--- src/design/tim_pkg.sv ---
package tim_pkg;
    // register addresses on the serial interface
    localparam logic [5:0] MASK_ADDR = 6'h05;
    localparam logic [5:0] STATUS_ADDR = 6'h24;
    // mask register field positions
    localparam int ATTN_EN_POS = 15;
    localparam int RAM_ADDR_EN_POS = 12;
    localparam int ARB_BUSY_EN_POS = 11;
    localparam int STRM_DATA_EN_POS = 10;
    localparam int LO_UNLOCK_EN_POS = 9;
    localparam int DEEP_SLEEP_POS = 8;
    localparam int SLEEP_TMR_EN_POS = 4;
    localparam int CMP4_EN_POS = 3;
    localparam int CMP3_EN_POS = 2;
    localparam int CMP2_EN_POS = 1;
    localparam int CMP1_EN_POS = 0;
    // writable bits of the mask register; reserved bits 14:13 and 7:5 are held
    localparam logic [15:0] MASK_WR_BITS = 16'h9f1f;
    localparam logic [15:0] MASK_RESET = 16'h8000;
    // status register layout (same positions as the enables)
    localparam logic [15:0] STATUS_RESET = 16'h0000;
    localparam logic [15:0] STATUS_SRC_BITS = 16'h9e1f;
    // serial frame: 1 rw bit, 1 spare, 6 address bits, 16 data bits
    localparam int FRAME_BITS = 24;
    localparam logic [4:0] HDR_LAST = 5'd7;
    localparam logic [4:0] FRAME_LAST = 5'd23;
    typedef enum logic [1:0] {
        TIM_AWAKE = 2'b00,
        TIM_ASLEEP = 2'b01
    } tim_sleep_t;
endpackage

--- src/design/tim_sync.sv ---
`timescale 1ns/1ps
`default_nettype none
// two-flop synchroniser for pin inputs
module tim_sync #(
    parameter int WIDTH = 1
) (
    input wire logic clk_sys_i,           // system clock
    input wire logic rstn_i,              // sync reset, active low
    input wire logic [WIDTH-1:0] async_i, // raw pin levels
    output logic [WIDTH-1:0] sync_o       // synchronised levels
);
    logic [WIDTH-1:0] meta_ff;
    logic [WIDTH-1:0] sync_ff;

    // first stage feeds only the second stage
    always_ff @(posedge clk_sys_i) begin
        if (!rstn_i) begin
            meta_ff <= '0;
            sync_ff <= '0;
        end else begin
            meta_ff <= async_i;
            sync_ff <= meta_ff;
        end
    end
    assign sync_o = sync_ff;
endmodule // tim_sync
`default_nettype wire

--- src/design/tim_irq_mask.sv ---
`timescale 1ns/1ps
`default_nettype none
module tim_irq_mask (
    input wire logic clk_sys_i,           // system clock, 200 MHz
    input wire logic rstn_i,              // sync reset, active low
    input wire logic spi_cs_n_i,          // serial chip enable, active low
    input wire logic spi_sck_i,           // serial clock pin, sampled
    input wire logic spi_mosi_i,          // serial data in
    output logic spi_miso_o,              // serial data out
    output logic spi_miso_oe_o,           // data out enable, high when driving
    input wire logic attn_n_i,            // attention pin, active low
    input wire logic [15:0] src_event_i,  // one-cycle source events, status layout
    input wire logic sleep_req_i,         // core asks to enter sleep
    output logic irq_n_o,                 // interrupt request, active low
    output logic asleep_o,                // device in sleep state
    output logic tmr_clk_en_o             // event timer and prescaler clock enable
);
    logic [1:0] pins_s;
    logic cs_n_s;
    logic sck_s;
    logic mosi_s;
    logic attn_n_s;
    logic sck_d_ff;
    logic [4:0] bit_cnt_ff;
    logic [7:0] hdr_ff;
    logic [15:0] wdata_ff;
    logic [15:0] shift_ff;
    logic miso_ff;
    logic miso_oe_ff;
    logic [15:0] mask_ff;
    logic [15:0] status_ff;
    logic irq_n_ff;
    tim_pkg::tim_sleep_t sleep_ff;
    logic tmr_clk_en_ff;
    logic sck_rise;
    logic sck_fall;
    logic is_read;
    logic [5:0] hdr_addr;
    logic hdr_done;
    logic status_rd;
    logic mask_wr;
    logic [15:0] nxt_status;
    logic [15:0] nxt_mask;
    logic wake_attn;
    logic wake_tc2;
    tim_pkg::tim_sleep_t nxt_sleep;
    logic asleep_ff;

    // serial clock and data cross into the system clock; both idle low
    tim_sync #(.WIDTH(2)) u_sync (
        .clk_sys_i(clk_sys_i),
        .rstn_i(rstn_i),
        .async_i({spi_sck_i, spi_mosi_i}),
        .sync_o(pins_s)
    );
    logic cs_meta_ff;
    logic cs_sync_ff;
    logic attn_meta_ff;
    logic attn_sync_ff;
    // chip enable and attention idle high; a low reset value would fake a wake-up
    always_ff @(posedge clk_sys_i) begin
        if (!rstn_i) begin
            cs_meta_ff <= 1'b1;
            cs_sync_ff <= 1'b1;
            attn_meta_ff <= 1'b1;
            attn_sync_ff <= 1'b1;
        end else begin
            cs_meta_ff <= spi_cs_n_i;
            cs_sync_ff <= cs_meta_ff;
            attn_meta_ff <= attn_n_i;
            attn_sync_ff <= attn_meta_ff;
        end
    end
    assign cs_n_s = cs_sync_ff;
    assign sck_s = pins_s[1];
    assign mosi_s = pins_s[0];
    assign attn_n_s = attn_sync_ff;

    // edge detect on the synchronised clock
    always_ff @(posedge clk_sys_i) begin
        if (!rstn_i) begin
            sck_d_ff <= 1'b0;
        end else begin
            sck_d_ff <= sck_s;
        end
    end
    assign sck_rise = !cs_n_s && sck_s && !sck_d_ff;
    assign sck_fall = !cs_n_s && !sck_s && sck_d_ff;

    // header: bit 7 is read flag, bits 5:0 address
    assign is_read = hdr_ff[7];
    assign hdr_addr = hdr_ff[5:0];
    assign hdr_done = bit_cnt_ff > tim_pkg::HDR_LAST;

    // serial shift engine, mode 0, msb first
    always_ff @(posedge clk_sys_i) begin
        if (!rstn_i || cs_n_s) begin
            bit_cnt_ff <= '0;
            hdr_ff <= '0;
            wdata_ff <= '0;
        end else if (sck_rise && bit_cnt_ff <= tim_pkg::FRAME_LAST) begin
            bit_cnt_ff <= bit_cnt_ff + 5'd1;
            if (!hdr_done) begin
                hdr_ff <= {hdr_ff[6:0], mosi_s};
            end else begin
                wdata_ff <= {wdata_ff[14:0], mosi_s};
            end
        end
    end

    // address as it stands while the last header bit is on the data line
    function automatic logic [5:0] last_hdr_addr(input logic [4:0] upper, input logic low);
        return {upper, low};
    endfunction

    // read data: loaded once the header is in, shifted on falling edges
    // status is snapshotted here so the clear below never loses the shown value
    // the fall right after the header is skipped, so bit 15 stands until the next rise
    always_ff @(posedge clk_sys_i) begin
        if (!rstn_i || cs_n_s) begin
            shift_ff <= '0;
        end else if (status_rd) begin
            shift_ff <= status_ff;
        end else if (sck_rise && bit_cnt_ff == tim_pkg::HDR_LAST && hdr_ff[6]
                     && last_hdr_addr(hdr_ff[4:0], mosi_s) == tim_pkg::MASK_ADDR) begin
            shift_ff <= mask_ff;
        end else if (sck_fall && bit_cnt_ff > tim_pkg::HDR_LAST + 5'd1) begin
            shift_ff <= {shift_ff[14:0], 1'b0};
        end
    end

    // a status read is taken at the last header bit
    assign status_rd = sck_rise && bit_cnt_ff == tim_pkg::HDR_LAST && hdr_ff[6]
                       && last_hdr_addr(hdr_ff[4:0], mosi_s) == tim_pkg::STATUS_ADDR;

    // write commits on the final data bit
    assign mask_wr = sck_rise && bit_cnt_ff == tim_pkg::FRAME_LAST && !is_read
                     && hdr_addr == tim_pkg::MASK_ADDR;

    // pin output registered, driven only in the data phase of a read
    always_ff @(posedge clk_sys_i) begin
        if (!rstn_i) begin
            miso_ff <= 1'b0;
            miso_oe_ff <= 1'b0;
        end else begin
            miso_ff <= shift_ff[15];
            miso_oe_ff <= !cs_n_s && hdr_done && is_read;
        end
    end

    // mask register; reserved positions never change
    always_comb begin
        nxt_mask = mask_ff;
        if (mask_wr) begin
            nxt_mask = ({wdata_ff[14:0], mosi_s} & tim_pkg::MASK_WR_BITS)
                       | (mask_ff & ~tim_pkg::MASK_WR_BITS);
        end
    end
    always_ff @(posedge clk_sys_i) begin
        if (!rstn_i) begin
            mask_ff <= tim_pkg::MASK_RESET;
        end else begin
            mask_ff <= nxt_mask;
        end
    end

    // status latch: new events win over the read clear
    always_comb begin
        nxt_status = status_ff;
        if (status_rd) begin
            nxt_status = '0;
        end
        nxt_status = nxt_status | (src_event_i & tim_pkg::STATUS_SRC_BITS);
    end
    always_ff @(posedge clk_sys_i) begin
        if (!rstn_i) begin
            status_ff <= tim_pkg::STATUS_RESET;
        end else begin
            status_ff <= nxt_status;
        end
    end

    // request output from next-state, so it changes in the same cycle as status and mask
    always_ff @(posedge clk_sys_i) begin
        if (!rstn_i) begin
            irq_n_ff <= 1'b1;
        end else begin
            irq_n_ff <= !(|(nxt_status & nxt_mask & tim_pkg::STATUS_SRC_BITS));
        end
    end

    // sleep control: deep mode ignores comparator two
    assign wake_attn = !attn_n_s;
    assign wake_tc2 = src_event_i[tim_pkg::CMP2_EN_POS] && !mask_ff[tim_pkg::DEEP_SLEEP_POS];
    always_comb begin
        nxt_sleep = sleep_ff;
        unique case (sleep_ff)
            tim_pkg::TIM_AWAKE: begin
                if (sleep_req_i && !wake_attn) begin
                    nxt_sleep = tim_pkg::TIM_ASLEEP;
                end
            end
            tim_pkg::TIM_ASLEEP: begin
                if (wake_attn || wake_tc2) begin
                    nxt_sleep = tim_pkg::TIM_AWAKE;
                end
            end
            default: nxt_sleep = tim_pkg::TIM_AWAKE;
        endcase
    end

    // sleep state register
    always_ff @(posedge clk_sys_i) begin
        if (!rstn_i) begin
            sleep_ff <= tim_pkg::TIM_AWAKE;
        end else begin
            sleep_ff <= nxt_sleep;
        end
    end

    // pin copy of the state, so the output leaves a flop and not a compare
    always_ff @(posedge clk_sys_i) begin
        if (!rstn_i) begin
            asleep_ff <= 1'b0;
        end else begin
            asleep_ff <= nxt_sleep == tim_pkg::TIM_ASLEEP;
        end
    end

    // timer clocks stop one cycle behind the sleep state, and only in deep mode
    always_ff @(posedge clk_sys_i) begin
        if (!rstn_i) begin
            tmr_clk_en_ff <= 1'b1;
        end else begin
            tmr_clk_en_ff <= !(sleep_ff == tim_pkg::TIM_ASLEEP
                               && mask_ff[tim_pkg::DEEP_SLEEP_POS]);
        end
    end

    assign spi_miso_o = miso_ff;
    assign spi_miso_oe_o = miso_oe_ff;
    assign irq_n_o = irq_n_ff;
    assign asleep_o = asleep_ff;
    assign tmr_clk_en_o = tmr_clk_en_ff;
endmodule // tim_irq_mask
`default_nettype wire

--- config.mk ---
export PLATFORM = sky130hd
export DESIGN_NAME = tim_irq_mask
export DESIGN_NICKNAME = d
export VERILOG_FILES = /design/src/design/tim_pkg.sv /design/src/design/tim_sync.sv /design/src/design/tim_irq_mask.sv
export SDC_FILE = /design/constraint.sdc
export NUM_CORES = 1
export LEC_CHECK = 0
export ABC_AREA = 1
export BUFFER_PORTS_ARGS = -buffer_cell sky130_fd_sc_hd__buf_2
export CORE_ASPECT_RATIO = 0.5
export CORE_MARGIN = 2
export CORE_UTILIZATION = 40
export CTS_CLUSTER_SIZE = 8
export DETAILED_ROUTE_END_ITERATION = 7
export PLACE_DENSITY = 0.67
export SETUP_SLACK_MARGIN = 0.4
export SLEW_MARGIN = 0
export SYNTH_ARGS = -nofsm -noshare
export SYNTH_HDL_FRONTEND = slang
export SYNTH_SLANG_ARGS = --single-unit
export TNS_END_PERCENT = 1
--- constraint.sdc ---
create_clock -name clk_sys_i -period 1.9 [get_ports clk_sys_i]
set_clock_uncertainty 0.05 [all_clocks]
set_input_delay 0.285 -clock clk_sys_i [delete_from_list [all_inputs] [get_ports clk_sys_i]]
set_output_delay 0.285 -clock clk_sys_i [all_outputs]
set_load 0.01 [all_outputs]
==> parameters.txt <==
Parameter                              Value

Die
  Number of placement rows ... 24
  Floorplan die height ... 70.5 um
  I/O Pins ... 28
  Chip Width ... 137 um
  Die Footprint ... 9670 um2
  Area of the placeable core ... 8650 um2
  Effective utilization at floorplan ... 41.0%

Pwr
  Leak pwr ... 1.87 nW
  Final Total Pwr ... 3.67 mW
  Cell internal pwr ... 2.89 mW
  Part of the total power dissipated in the clock network ... 45.9%
  Power density of the placed cells ... 830 nW/um2
  Combinational cell fraction of total power ... 3.2%
  Seq pwr share ... 51.0%
  P_sw ... 0.777 mW
  Maximum vdd drop ... 0.425 mV
  Switching power as a share of total power ... 21.2%

CTS
  Clk pin slew, worst setup/hold paths ... 0.06 ns
  CTS Sinks ... 87
  Maximum clock insertion buffer count ... 2
  CTS tree ... yes
  Depth of the CTS H-tree ... 3
  Later-pin clock latency in the skew report ... 0.34 ns
  CTS buffer count ... 9
  Cell at the root of the clock tree ... clkbuf_16

Routing
  Routed wire length per instance ... 13.1 um
  1st-pass router iterations ... 5
  Via density ... 4.93
  Post-detailed-route DRC marker count ... 0
  Via count ... 3088
  Drt first-iter violations ... 226
  Number of nets with antenna violations after routing ... 0
  Final wirelength ... 8.21 mm

Synthesis
  Number of library cell types mapped by synthesis ... 32
  Synth top cells by count ... 102 x nand2_1, 87 x dfxtp_1, 70 x a21oi_1, 58 x inv_1, 25 x nor2_1
  Most used flip-flop cell after synthesis ... dfxtp_1
  Fraction of synthesis flops using an asynchronous set or reset pin ... 0%
  Library cell with the highest instance count after synthesis ... nand2_1
  EDFF count, synth ... 0
  Number of flip-flops and latches in the synthesized netlist ... 87
  Average cell area after synthesis ... 7.58 um2
  Share of Yosys cell area claimed by the top area cell type ... 49.2%
  Leading area contributor after synthesis ... dfxtp_1
  Leading post-synthesis cells by cell area ... dfxtp_1 49%, nand2_1 11%, a21oi_1 9.9%
  Number of nets produced by synthesis ... 492
  Syn Inst Count ... 467
  Post-synthesis instance area ... 3540 um2
  Yosys synthesis warning count ... 0
  Sequential area share after synthesis ... 49.2%

Timing
  Post-layout minimum cycle time ... 1.72 ns
  Worst max-slew margin expressed relative to the limit ... 62.7%
  Setup repair after global routing missed its margin ... true
  Worst slew pin tran ... 0.559 ns
  Setup total negative slack ... 0 ns
  Final Cycle Share ... 90.8%
  Final Hold Vio Count ... 0
  Worst hold-check slack ... 0.0741 ns
  Final count of negative-setup-slack endpoints ... 0
  Highest Clock Rate ... 580 MHz
  Max-slew violation count ... 0

Placement
  Gpl congestion ... 0.783
  Number of buffers added on ports ... 21
  HPWL after detailed placement ... 4.95 mm

Layout
  Nets ... 530
  Count of antenna diodes in the layout ... 0
  Fraction of layout cells with a size suffix above 1 ... 21.6%
  Final core utilization ... 51.1%
  Area growth, synth to finish ... 24.8%

Critical path
  Endpoint class of the critical path ... flip-flop
  Startpoint type of the worst setup path ... flip-flop
  Arrival time reported for the critical path endpoint ... 1.96 ns
  Critical path class ... reg -> reg
  Required time of the critical path ... 2.14 ns
  Largest fanout on the critical path ... 8

GRT
  Pin count of the biggest net entering global routing ... 26
  Number of global-route vias before repair ... 3016
  Global router's overall resource usage ... 18.6%
  Remaining global-route overflow ... 0
  Initial antenna violation count ... 0
  Wire length of the first global-routing pass ... 14.1 mm

Status
  Outcome ... finished, final reports clean

Run
  MaxCap Viol Count ... 0

Worst hold path
  Min-Delay Path Class ... in -> reg
-- cells by family (layout without fill, tap and decap cells) --
kind of cell	count (synthesis)	in the layout	synth area share, %
simple gates	172	174	21.9
buf+inv	84	125	9.78
compound gates	121	121	18.3
fa+ha+maj	2	2	0.706
other cells	1	1	0.106
flops	87	87	49.2
-- through the flow --
step / cell area (um2) / setup WS, ns / std cells
finish: 4420 / 0.175 / 627
global route: 4420 / 0.0670 / 627
CTS: 4370 / 0.235 / 626
detailed placement: 3840 / 0.0750 / 598
global placement: 3840 / 0.0851 / 598
floorplan: 3570 / 0.336 / 467
-- cells in the final DEF, fill, tap and decap left out, types with 9 or more instances in the layout --
cell	netlist	routed
o21ai_1	20	19
o21ai_0	13	12
nand2_2	3	9
nand4_1	9	9
nor2_1	25	19
dfxtp_1	87	83
buf_2	9	21
buf_4	3	18
inv_1	58	57
o211ai_1	10	10
clkbuf_16	0	9
nand2_1	102	89
a21oi_1	70	70
nand3_1	17	16
-- worst max-delay path, cell delays in order (launching register included) --
cell and delay (ns):
dfxtp_2 0.36, ha_4 0.15, nand3_4 0.11, nor2_4 0.15, nand3_4 0.15, buf_12 0.17
buf_16 0.13, nand2_4 0.05, nand2_1 0.04, nand2_1 0.06, nand2_1 0.04, inv_1 0.06
nand3_1 0.08, nand2_1 0.06
-- area by class of cell --
cell class | count | area [um2]
Multi-Input combinational cell | 298 | 1630
Sequential cell | 87 | 1750
Clock buffer | 14 | 274
Clock inverter | 2 | 13.8
Fill cell | 801 | 4230
Inverter | 63 | 241
Timing Repair Buffer | 46 | 370
Tap cell | 117 | 146
-- final timing paths --
check                start                 to  slack (ns)  cells past startpoint
max          bit_cnt_ff[1]            irq_n_o        0.18                     13
min              spi_sck_i  u_sync.meta_ff[1]        0.07                      3
max reg2reg  bit_cnt_ff[1]            irq_n_o        0.18                     13
min reg2reg     cs_meta_ff             cs_n_s        0.36                      1
-- flip-flops by register name, indices dropped and copies added, names as in the netlist, 2 cells and up --
signal	cells
bit_cnt_ff	5
hdr_ff	8
mask_ff	11
shift_ff	16
sleep_ff	2
status_ff	16
u_sync.meta_ff	2
u_sync.sync_o	2
wdata_ff	15
-- power groups by stage --
stage                     registers, mW  clock network [mW]  logic, mW
after floorplan                    1.90                   0     0.0606
after global placement             1.91                   0      0.101
after detailed placement           1.91                   0      0.102
after CTS                          1.87                1.72      0.108
after global routing               1.87                1.78      0.132
final                              1.87                1.68      0.116
-- timing repair --
action	4_1_cts	5_1_grt
buffers inserted	9	1
pin swaps	18	8
endpoints found under the setup margin	45	53
gates resized for setup	31	11
hold buffers	0	0
gates cloned	3	0
-- layer usage --
metal / routed length [um] / GRT usage, %
met1: 4010 / 23.6
met2: 3710 / 30.2
met3: 365 / 5.45
met4: 125 / 6.64
met5: 0 / 0
Power figures use the tool's default switching activity.
